==> config.mk <==
export PLATFORM = sky130hd
export DESIGN_NAME = pfc_top
export DESIGN_NICKNAME = d
export VERILOG_FILES = /design/src/verilog/pfc_pkg.sv /design/src/verilog/pfc_sync2.sv /design/src/verilog/pfc_pad_mux.sv /design/src/verilog/pfc_top.sv
export VERILOG_INCLUDE_DIRS = /design/src /design/src/verilog
export SDC_FILE = /design/constraint.sdc
export NUM_CORES = 1
export LEC_CHECK = 0
export BUFFER_PORTS_ARGS = -buffer_cell sky130_fd_sc_hd__buf_4
export CORE_AREA = 2 2 158 160
export CTS_CLUSTER_SIZE = 16
export DETAILED_ROUTE_END_ITERATION = 6
export DIE_AREA = 0 0 160 162
export PLACE_DENSITY_LB_ADDON = 0.15
export SYNTH_ARGS = -nofsm -noshare
export SYNTH_HDL_FRONTEND = slang
export SYNTH_SLANG_ARGS = --single-unit
==> constraint.sdc <==
create_clock -name clk -period 2.1 [get_ports clk]
set_input_delay 0.21 -clock clk [delete_from_list [all_inputs] [get_ports clk]]
set_output_delay 0.21 -clock clk [all_outputs]
set_load 0.1 [all_outputs]
==> src/verilog/pfc_map.svh <==
`ifndef PFC_MAP_SVH
`define PFC_MAP_SVH
// ---------------------------------------------------------------
// register byte addresses
// ---------------------------------------------------------------
`define PFC_ADDR_WIDTH 5
`define PFC_OFS_MODCFG 5'h00
`define PFC_OFS_PAGE 5'h04
`define PFC_OFS_PORT_B_ALT_SELECT 5'h08
`define PFC_OFS_PORT_C_ALT_SELECT 5'h0C
`define PFC_OFS_PORT_D_ALT_SELECT 5'h10
`define PFC_OFS_PORT_E_ALT_SELECT 5'h14
`define PFC_OFS_STATUS 5'h18
// ---------------------------------------------------------------
// configuration fields
// ---------------------------------------------------------------
`define PFC_BIT_SHADOW_OFF 0
`define PFC_BIT_SHEN 1
`define PFC_BIT_WIDE 2
`define PFC_BIT_A15 3
`define PFC_BIT_EXIO 4
`define PFC_BIT_CLKO 5
`define PFC_BIT_TEST 6
`define PFC_MODCFG_WMASK 8'h3F
`define PFC_MODCFG_RST 8'h00
`define PFC_PAGE_RST 3'h0
`define PFC_ALT_RST 8'h00
`define PFC_PB5_BIT 5
`define PFC_PB6_BIT 6
// ---------------------------------------------------------------
// timing
// ---------------------------------------------------------------
// edges after power-up release before the straps are trusted
`define PFC_STRAP_WAIT 2'h2
`endif

==> src/verilog/pfc_pkg.sv <==
`default_nettype none
package pfc_pkg;
   // operating environment, one-hot
   typedef enum logic [2:0] {
      PFC_ENV_IRE = 3'b001,
      PFC_ENV_IRD = 3'b010,
      PFC_ENV_DEV = 3'b100
   } pfc_env_e;
   typedef logic [7:0] pfc_byte_t;
endpackage
`default_nettype wire

==> src/verilog/pfc_sync2.sv <==
`default_nettype none
module pfc_sync2 #(
   parameter int WIDTH = 1
) (
   // clock and reset
   input wire logic clk,
   input wire logic resetn,
   // data
   input wire logic [WIDTH-1:0] din,
   output logic [WIDTH-1:0] dout
);
   logic [WIDTH-1:0] stage1_reg;

   if (WIDTH < 1) begin : g_bad_width
      $error("pfc_sync2: WIDTH must be positive");
   end

   always_ff @(posedge clk or negedge resetn) begin
      if (!resetn) begin
         stage1_reg <= '0;
         dout <= '0;
      end else begin
         stage1_reg <= din;
         dout <= stage1_reg;
      end
   end
endmodule
`default_nettype wire

==> src/verilog/pfc_pad_mux.sv <==
`default_nettype none
module pfc_pad_mux #(
   parameter int WIDTH = 8
) (
   // clock and reset
   input wire logic clk,
   input wire logic resetn,
   // selection
   input wire logic [WIDTH-1:0] altSel,
   // port and alternate drivers
   input wire logic [WIDTH-1:0] gpOut,
   input wire logic [WIDTH-1:0] gpOe,
   input wire logic [WIDTH-1:0] altOut,
   input wire logic [WIDTH-1:0] altOe,
   // pads
   output logic [WIDTH-1:0] padOut,
   output logic [WIDTH-1:0] padOe
);
   logic [WIDTH-1:0] outNext;
   logic [WIDTH-1:0] oeNext;

   if (WIDTH < 1) begin : g_bad_width
      $error("pfc_pad_mux: WIDTH must be positive");
   end

   genvar i;
   generate
      for (i = 0; i < WIDTH; i++) begin : g_bit
         assign outNext[i] = altSel[i] ? altOut[i] : gpOut[i];
         assign oeNext[i] = altSel[i] ? altOe[i] : gpOe[i];
      end
   endgenerate

   // registered so pads never glitch while a select changes
   always_ff @(posedge clk or negedge resetn) begin
      if (!resetn) begin
         padOut <= '0;
         padOe <= '0;
      end else begin
         padOut <= outNext;
         padOe <= oeNext;
      end
   end
endmodule
`default_nettype wire

==> src/verilog/pfc_top.sv <==
// How it works
// - port B bit5 always output high, never alternate
// - port B bit6 always output, alternate enabled
// - reset clears configuration register bits
// - configuration writes only in active mode
// - dev environments force F G alternates
// - shadow-off removes shadow, enables external memory
// - host access needs shared-enable and shadow-off
// - width bit picks 8 or 16 bit memory
// - wide memory uses port F, G3 and G4
// - address15 enable puts A15 on G1
// - shared BIOS detect sets address15 enable
// - expansion enable drives select on G0
// - clock enable drives clock on G2
// - bit6 read-only test flag
// - page field gives upper core addresses
// - allowed host access takes upper address from host
// - alt registers select B C D E functions
// - port H alternate only in development
// - environment from two straps at power-up
`include "pfc_map.svh"
`default_nettype none
module pfc_top #(
   // alternate-select registers, one per port B..E
   parameter int ALT_PORTS = 4,
   // page field width, upper shared-memory address bits
   parameter int PAGE_BITS = 3
) (
   // clock and reset
   input wire logic clk,
   input wire logic resetn,
   input wire logic porResetn,
   // classic wishbone slave
   input wire logic wbCyc,
   input wire logic wbStb,
   input wire logic wbWe,
   input wire logic [`PFC_ADDR_WIDTH-1:0] wbAdr,
   input wire logic [3:0] wbSel,
   input wire logic [31:0] wbDatI,
   output logic [31:0] wbDatO,
   output logic wbAck,
   // system state and straps
   input wire logic activeMode,
   input wire logic testHook,
   input wire logic sharedBiosDetect,
   input wire logic environmentStrapLo,
   input wire logic environmentStrapHi,
   // shared memory access
   input wire logic hostAccess,
   input wire logic [2:0] hostAddrHi,
   output logic [2:0] memAddrHi,
   output logic hostAccessAllowed,
   output logic shadowActive,
   output logic externalMemEnable,
   output logic externalWide,
   output pfc_pkg::pfc_env_e envState,
   // port B..E pads
   input wire logic [31:0] gpOutBE,
   input wire logic [31:0] gpOeBE,
   input wire logic [31:0] altOutBE,
   input wire logic [31:0] altOeBE,
   output logic [31:0] padOutBE,
   output logic [31:0] padOeBE,
   // port F, G, H pads
   input wire logic [18:0] gpOutFGH,
   input wire logic [18:0] gpOeFGH,
   input wire logic [18:0] altOutFGH,
   input wire logic [18:0] altOeFGH,
   output logic [18:0] padOutFGH,
   output logic [18:0] padOeFGH
);
   import pfc_pkg::*;

   // pin layout below is fixed to four ports and a three-bit page
   if (ALT_PORTS != 4 || PAGE_BITS != 3) begin : g_bad_param
      $error("pfc_top: only ALT_PORTS 4 and PAGE_BITS 3 supported");
   end

   // ---------------------------------------------------------------
   // state
   // ---------------------------------------------------------------
   pfc_byte_t modCfg_reg;
   logic [PAGE_BITS-1:0] page_reg;
   pfc_byte_t alt_reg [0:ALT_PORTS-1];
   pfc_env_e env_reg;
   logic strapTaken_reg;
   logic [1:0] strapWait_reg;
   logic a15Seen_reg;
   logic [1:0] strapSync;
   logic testSync;
   logic activeSync;

   pfc_sync2 #(.WIDTH(4)) u_sync (
      .clk(clk),
      .resetn(resetn),
      .din({environmentStrapHi, environmentStrapLo, testHook, activeMode}),
      .dout({strapSync, testSync, activeSync})
   );

   // ---------------------------------------------------------------
   // bus decode
   // ---------------------------------------------------------------
   wire busReq = wbCyc && wbStb && !wbAck;
   wire wrByte0 = busReq && wbWe && wbSel[0];
   wire selCfg = wbAdr == `PFC_OFS_MODCFG;
   wire selPage = wbAdr == `PFC_OFS_PAGE;
   wire selPb = wbAdr == `PFC_OFS_PORT_B_ALT_SELECT;
   wire selPc = wbAdr == `PFC_OFS_PORT_C_ALT_SELECT;
   wire selPd = wbAdr == `PFC_OFS_PORT_D_ALT_SELECT;
   wire selPe = wbAdr == `PFC_OFS_PORT_E_ALT_SELECT;
   wire selSts = wbAdr == `PFC_OFS_STATUS;
   wire [3:0] selAlt = {selPe, selPd, selPc, selPb};
   wire cfgWrite = wrByte0 && selCfg && activeSync;
   wire [7:0] cfgWrData = wbDatI[7:0] & `PFC_MODCFG_WMASK;
   wire [7:0] cfgRead = {1'b0, testSync, modCfg_reg[5:0]};
   wire [7:0] envRead = {5'h00, env_reg};
   wire [7:0] rdByte =
      selCfg ? cfgRead :
      selPage ? {5'h00, page_reg} :
      selPb ? alt_reg[0] :
      selPc ? alt_reg[1] :
      selPd ? alt_reg[2] :
      selPe ? alt_reg[3] :
      selSts ? envRead : 8'h00;

   // ---------------------------------------------------------------
   // configuration fields
   // ---------------------------------------------------------------
   wire shadowOff = modCfg_reg[`PFC_BIT_SHADOW_OFF];
   wire sharedEn = modCfg_reg[`PFC_BIT_SHEN];
   wire wideSel = modCfg_reg[`PFC_BIT_WIDE];
   wire a15Sel = modCfg_reg[`PFC_BIT_A15];
   wire exioSel = modCfg_reg[`PFC_BIT_EXIO];
   wire clkoSel = modCfg_reg[`PFC_BIT_CLKO];
   wire isIre = env_reg == PFC_ENV_IRE;
   wire isDev = env_reg == PFC_ENV_DEV;
   wire hostOk = sharedEn && shadowOff;
   // a15 set once on detect rising; firmware may clear after
   wire a15Set = sharedBiosDetect && !a15Seen_reg;
   wire [7:0] cfgNext =
      a15Set ? ((cfgWrite ? cfgWrData : modCfg_reg) | 8'h08) :
      (cfgWrite ? cfgWrData : modCfg_reg);

   // ---------------------------------------------------------------
   // registers
   // ---------------------------------------------------------------
   always_ff @(posedge clk or negedge resetn) begin
      if (!resetn) begin
         modCfg_reg <= `PFC_MODCFG_RST;
         page_reg <= `PFC_PAGE_RST;
         a15Seen_reg <= 1'b0;
         wbAck <= 1'b0;
         wbDatO <= 32'h0000_0000;
      end else begin
         modCfg_reg <= cfgNext;
         a15Seen_reg <= sharedBiosDetect;
         if (wrByte0 && selPage) begin
            page_reg <= wbDatI[PAGE_BITS-1:0];
         end
         wbAck <= busReq;
         wbDatO <= {24'h000000, rdByte};
      end
   end

   genvar p;
   generate
      for (p = 0; p < ALT_PORTS; p++) begin : g_alt
         always_ff @(posedge clk or negedge resetn) begin
            if (!resetn) begin
               alt_reg[p] <= `PFC_ALT_RST;
            end else if (wrByte0 && selAlt[p]) begin
               alt_reg[p] <= wbDatI[7:0];
            end
         end
      end
   endgenerate

   // strap capture after power-up release only; warm reset keeps it
   // the synchroniser is cleared by reset too, so capture waits until
   // both of its stages hold the pin level, else every start reads 00
   always_ff @(posedge clk or negedge porResetn) begin
      if (!porResetn) begin
         env_reg <= PFC_ENV_IRE;
         strapTaken_reg <= 1'b0;
         strapWait_reg <= 2'h0;
      end else if (!strapTaken_reg) begin
         if (strapWait_reg == `PFC_STRAP_WAIT) begin
            strapTaken_reg <= 1'b1;
            case (strapSync)
               2'b00: env_reg <= PFC_ENV_IRE;
               2'b10: env_reg <= PFC_ENV_IRD;
               2'b01: env_reg <= PFC_ENV_DEV;
               default: env_reg <= PFC_ENV_DEV;
            endcase
         end else begin
            strapWait_reg <= strapWait_reg + 2'h1;
         end
      end
   end

   // ---------------------------------------------------------------
   // memory control outputs
   // ---------------------------------------------------------------
   always_ff @(posedge clk or negedge resetn) begin
      if (!resetn) begin
         memAddrHi <= 3'h0;
         hostAccessAllowed <= 1'b0;
         shadowActive <= 1'b1;
         externalMemEnable <= 1'b0;
         externalWide <= 1'b0;
         envState <= PFC_ENV_IRE;
      end else begin
         // host address wins during host cycles while host access is allowed
         memAddrHi <= (hostAccess && hostOk) ? hostAddrHi : page_reg;
         hostAccessAllowed <= hostOk;
         shadowActive <= !shadowOff;
         externalMemEnable <= shadowOff;
         externalWide <= wideSel;
         envState <= env_reg;
      end
   end

   // ---------------------------------------------------------------
   // port B..E selects
   // ---------------------------------------------------------------
   wire [31:0] altSelBE;
   wire [31:0] gpOutBEm;
   wire [31:0] gpOeBEm;
   // B5 forced port, B6 forced alternate output
   assign altSelBE = {alt_reg[3], alt_reg[2], alt_reg[1],
      alt_reg[0][7], 1'b1, 1'b0, alt_reg[0][4:0]};
   // gate-a20 forced high as an output; firmware cannot drive it low
   assign gpOutBEm = gpOutBE | (32'h1 << `PFC_PB5_BIT);
   assign gpOeBEm = gpOeBE | (32'h1 << `PFC_PB5_BIT);

   wire [31:0] altOeBEm = altOeBE | (32'h1 << `PFC_PB6_BIT);

   pfc_pad_mux #(.WIDTH(32)) u_mux_be (
      .clk(clk),
      .resetn(resetn),
      .altSel(altSelBE),
      .gpOut(gpOutBEm),
      .gpOe(gpOeBEm),
      .altOut(altOutBE),
      .altOe(altOeBEm),
      .padOut(padOutBE),
      .padOe(padOeBE)
   );

   // ---------------------------------------------------------------
   // port F, G, H selects
   // bits 7:0 = F, 12:8 = G0..G4, 18:13 = H0..H5
   // ---------------------------------------------------------------
   wire forceDevUse = !isIre;
   wire fSel = forceDevUse || wideSel;
   wire g0Sel = forceDevUse || exioSel;
   wire g1Sel = forceDevUse || a15Sel;
   wire g2Sel = forceDevUse || clkoSel;
   wire [18:0] altSelFGH = {{6{isDev}}, fSel, fSel, g2Sel, g1Sel, g0Sel,
      {8{fSel}}};
   // clock output follows clk through the pad register at half rate
   logic clkDiv_reg;
   always_ff @(posedge clk or negedge resetn) begin
      if (!resetn) begin
         clkDiv_reg <= 1'b0;
      end else begin
         clkDiv_reg <= !clkDiv_reg;
      end
   end
   wire [18:0] altOutFGHm = {altOutFGH[18:11], clkDiv_reg,
      altOutFGH[9:0]};
   wire [18:0] altOeFGHm = altOeFGH | 19'h00700;

   pfc_pad_mux #(.WIDTH(19)) u_mux_fgh (
      .clk(clk),
      .resetn(resetn),
      .altSel(altSelFGH),
      .gpOut(gpOutFGH),
      .gpOe(gpOeFGH),
      .altOut(altOutFGHm),
      .altOe(altOeFGHm),
      .padOut(padOutFGH),
      .padOe(padOeFGH)
   );
endmodule
`default_nettype wire

# Word-level counts from Yosys, hierarchy flattened

Index checks and enable logic that the tools add are counted.
W data, S select, Z words.

Logic and storage cells: 178
Output and inout port bits: 145
Input port bits: 260
Bits in registers: 180

Bitwise operators: 2
Mux-type cells: 111
Equality and inequality tests: 10
Reduce and logical (&&, ||, !) cells: 28
Add/sub/neg operators: 1

Operators with widths:

| cell                  | count |
|---|---|
| $mux W1               | 100 |
| $mux W8               | 7 |
| $eq A5 B5 Y1 const B  | 3 |
| $logic_and A1 B1 Y1   | 14 |
| $eq A5 B4 Y1 const B  | 2 |
| $mux W3               | 2 |
| $pmux W3 S2           | 1 |
| $eq A5 B3 Y1 const B  | 1 |
| $logic_not A1 Y1      | 5 |
| $logic_not A5 Y1      | 1 |
| $eq A2 B2 Y1 const B  | 2 |
| $logic_or A1 B1 Y1    | 4 |
| $mux W4               | 1 |
| $reduce_and A2 Y1     | 2 |
| $eq A3 B1 Y1 const B  | 1 |
| $eq A3 B3 Y1 const B  | 1 |
| $add A2 B1 Y2 const B | 1 |
| $logic_not A2 Y1      | 1 |
| $not A1 Y1            | 2 |
| $reduce_bool A2 Y1    | 1 |

# Logic depth before layout (Yosys ltp)

Depth in word-level cells: 8
Gate-level depth with buffers: 6
Gate-level depth less buffers: 5

# Modules after synthesis

Synthesis repeated with hierarchy kept, for this count alone.

Cells, all modules: 462
Area total of the unflattened synthesis: 7,200.7 µm²

By module, submodules not included:

| module                   | times used | seq. area each (µm²) | cells an instance | area each (µm²) |
|---|---|---|---|---|
| pfc_top                  | 1          | 1,705.4              | 250               | 3,164.3 |
| pfc_pad_mux at u_mux_be  | 1          | 1,601.5              | 128               | 2,457.4 |
| pfc_pad_mux at u_mux_fgh | 1          | 950.9                | 76                | 1,378.8 |
| pfc_sync2                | 1          | 200.2                | 8                 | 200.2 |

# Least setup slack after synthesis

No wires, ideal clock.

Path kind: flip-flop to flip-flop
From: register wbAck
To: register alt_reg, in the netlist altSelBE[24]
Required time: 1.975 ns
Period minus slack after synthesis: 2.162 ns
Cell stages (with the launch flop): 4
Setup time: 0.125 ns
Path slack: -0.062 ns
Arrival: 2.037 ns
Path through: dfrtp_1 -> nand4b_1 -> nor3_2 -> mux2_2

Word-level cells in the longest chain between the ends: 5

RTL lines:

| element                           | RTL line       | source |
|---|---|---|
| start, declared                   | pfc_top.sv:41  | `output logic wbAck,` |
| start signal, assigned            | pfc_top.sv:160 | `wbAck <= busReq;` |
| $logic_not A1 Y1                  | pfc_top.sv:103 | `wire busReq = wbCyc && wbStb && !wbAck;` |
| $logic_and A1 B1 Y1               | pfc_top.sv:103 |  |
| $logic_and A1 B1 Y1 (2 in series) | pfc_top.sv:104 | `wire wrByte0 = busReq && wbWe && wbSel[0];` |
| $logic_and A1 B1 Y1               | pfc_top.sv:171 | `end else if (wrByte0 && selAlt[p]) begin` |
| end signal, assigned by index     | pfc_top.sv:170 | `` alt_reg[p] <= `PFC_ALT_RST; `` |
| end signal, assigned by index     | pfc_top.sv:172 | `alt_reg[p] <= wbDatI[7:0];` |
| end, declared                     | pfc_top.sv:84  | `pfc_byte_t alt_reg [0:ALT_PORTS-1];` |

Every way passes these cells.
A chain may end at the register's enable or synchronous reset.

# Worst setup path after layout

From: register env_reg[1]
To: register u_mux_fgh.padOe[14]

Word-level cells in the longest chain between the ends: 2

RTL lines:

| element                  | RTL line          | source |
|---|---|---|
| start, declared          | pfc_top.sv:85     | `pfc_env_e env_reg;` |
| start signal, assigned   | pfc_top.sv:183    | `env_reg <= PFC_ENV_IRE;` |
| start signal, assigned   | pfc_top.sv:190    | `2'b00: env_reg <= PFC_ENV_IRE;` |
| start signal, assigned   | pfc_top.sv:191    | `2'b10: env_reg <= PFC_ENV_IRD;` |
| $eq A3 B3 Y1             | pfc_top.sv:136    | `wire isDev = env_reg == PFC_ENV_DEV;` |
| $mux W1                  | pfc_pad_mux.sv:30 | `assign oeNext[i] = altSel[i] ? altOe[i] : gpOe[i];` |
| net u_mux_fgh.oeNext[14] | pfc_pad_mux.sv:20 | `logic [WIDTH-1:0] oeNext;` |
| end signal, assigned     | pfc_pad_mux.sv:41 | `padOe <= oeNext;` |
| end, declared            | pfc_pad_mux.sv:17 | `output logic [WIDTH-1:0] padOe` |

The timed path passes the listed nets, and every way through them passes these cells.

==> out/summary.txt <==
Fin. Hold Viols -> 0
fmax -> 498 MHz
Critical R2R Launch -> env_reg[1]
most frequent cells in the layout -> buf_4, dfrtp_1, dlygate4sd3_1
Critical Path AT -> 2.32 ns
vias in the first global route -> 6394
Worst VDD drop -> 0.424 mV
total global routing overflow -> 0
initial antenna violation count -> 0
min setup slack post-route -> 0.0915 ns
PD cells -> 742 mW/mm^2
Hold Path Stages -> 2
Hold WC Path Type -> in2reg
# IOs -> 405
syn_area_per_cell -> 15.4 um^2
Reg clk slew, reported paths -> 0.07 ns
gpl congestion -> 0.835
Detailed Place HPWL -> 16.1 mm
sequence of cells on the critical path -> buf_4 -> nor3b_2 -> buf_4 -> mux2_2 -> dlygate4sd3_1
status -> finished, final reports clean
depth of the CTS H-tree -> 4
R2R setup slack -> 0.09 ns
Final Util -> 50.1%
yosys warns -> 0
leak pwr -> 5.73 nW
CTS sink cnt -> 176
largest net degree at the start of global routing -> 51
area grow syn2layout -> 74.4%
post-route insts no fill -> 1311
register area -> 0.00441 mm^2
dpl ws -> 0.0863 ns
reg2reg end -> u_mux_fgh.padOe[14]
Core Region -> 0.0241 mm^2
DRT Pass-1 Iters -> 4
count of different cell masters after synthesis -> 44
Crit Path Category -> reg2reg
Synth Flop Type -> dfrtp_1
area of the multi-input gates -> 0.00234 mm^2
Critical Path RT -> 2.41 ns
RSZ-0062 raised after global routing -> no
CTS Buffer Depth -> 2
post-CTS setup buffer count -> 0
number of CTS-inserted buffers -> 17
proportion of layout cells with a drive suffix above 1 -> 56.4%
die area -> 0.0259 mm^2
cell count after placement -> 1127
worst skew pair latency -> 0.43 ns
most common library cell in the layout ignoring fill and taps -> buf_4
critical path depth -> 5
Worst Hold Launch -> altOutBE[12]
ranking of synthesized cells by area -> dfrtp_1, mux2_2, buf_4, dfstp_2, mux2i_1
FF+latch count, synth -> 176
post-synth top area cell -> dfrtp_1
root buffer cell -> clkbuf_16
final wirelength -> 22.5 mm
ys async rst share -> 100%
WP buf/inv -> 3
# diodes -> 0
Critical Path End Type -> register
DRT iter0 DRCs -> 139
antenna viol nets, final -> 0
Setup Skew -> 0.0130 ns
die height -> 162 um
critical path startpoint category -> register
DRC errors left -> 0
EDFF count, synth -> 0
GRT Overall Usage -> 17.4%
min Tclk post-route -> 2.01 ns
Slowest-stage cell, CP -> dlygate4sd3_1
Worst path top cell family by delay -> buffers and inverters
Final period util -> 95.6%
Slew Viols, Final -> 0
row count -> 57
final setup fails -> 0
reg2reg path depth -> 5
cell seen most often among critical-path stages -> buf_4
final-layout fill cell count -> 2108
WL/cell -> 17.2 um
first-pass GRT wire length -> 34.5 mm
Initial Util -> 28.7%
end of the worst hold path -> u_mux_be.padOut[12]
Vias per Instance -> 4.29
chip width -> 160 um
Syn Inst Count -> 450
port bufs -> 342
Worst path max stage delay -> 0.58 ns
post-synthesis sequential area ratio -> 63.7%
Max FO, Critical Path -> 12
synthesized area -> 0.00692 mm^2
TritonCTS clock tree -> yes
Max-cap violations -> 0
share of the synthesized area in the top cell type -> 62.6%
DR vias -> 5622
nets -> 1235
setup tns final -> 0 ns
## kinds of logic after synthesis
kind of cell    after synthesis  synth area share [%]
flops                       176                  63.7
mux                         150                  24.8
simple gates                 56                  5.19
buf+inv                      43                  3.94
compound gates               21                  1.97
other cells                   2                 0.109
fa+ha+maj                     1                 0.181
xor+xnor                      1                 0.127
## worst max-delay path by stage
stage | from | endpoint
after CTS | env_reg[1] | u_mux_fgh.padOe[15]
final | env_reg[1] | u_mux_fgh.padOe[14]
after floorplan | wbAck | altSelBE[24]
after global placement | wbAdr[4] | altSelBE[0]
after global routing | env_reg[1] | u_mux_fgh.padOe[14]
after detailed placement | wbAdr[4] | altSelBE[1]
## per-stage QoR
stage | power, W | instance area, um^2 | hold slack, ns
2_1_floorplan | 0.00506 | 7010 | -0.0856
3_3_place_gp | 0.00572 | 9990 | 0.0175
3_5_place_dp | 0.00575 | 9990 | 0.0260
4_1_cts | 0.00906 | 12000 | 0.0000471
5_1_grt | 0.00932 | 12100 | 0.000172
6_report | 0.00895 | 12100 | 0.0265
## power by group
group | internal [W] | leakage (nW) | switching, W
Combinational | 0.000801 | 3.31 | 0.00147
Sequential | 0.00355 | 2.15 | 0.0000883
Clock | 0.00168 | 0.264 | 0.00136
## metal layers
metal / part of all wire [%] / global-route usage, %
met5: 0 / 0
met3: 7.8 / 5.87
met4: 1.6 / 5.36
met1: 38 / 19.1
met2: 53 / 31.7
## Yosys cell counts, drive strengths merged (3+ instances only)
library cell  count
inv               4
mux4              3
nand2b            6
o221ai            3
clkbuf            6
nor2             11
dfstp             3
buf              33
or2               3
nor4              3
nand2            11
mux2            140
o21ai            11
dfrtp           173
or3               3
nor3              5
mux2i             7
## area by class of cell
type / instances / area share [%]
clock buffer: 21 / 3.73
clock inverter: 11 / 0.881
inverter: 4 / 0.124
multi-input combinational: 254 / 19.4
sequential: 176 / 36.5
tap: 324 / 3.36
timing repair buffer: 521 / 36.0
## worst reg2reg max path: cells and delay by family (launching register included)
| family | cells | cell delay, ns |
|---|---|---|
| multiplexers | 1 | 0.37 |
| flip-flops | 1 | 0.38 |
| buffers and inverters | 3 | 0.97 |
| AND/OR/NAND/NOR | 1 | 0.17 |
## repair_timing
action                                 in CTS  in global routing
resized for setup                           0                  0
endpoints found under the hold margin     141                  3
hold buffers                              149                  3
Note: power is estimated with default switching activity, not from simulation.
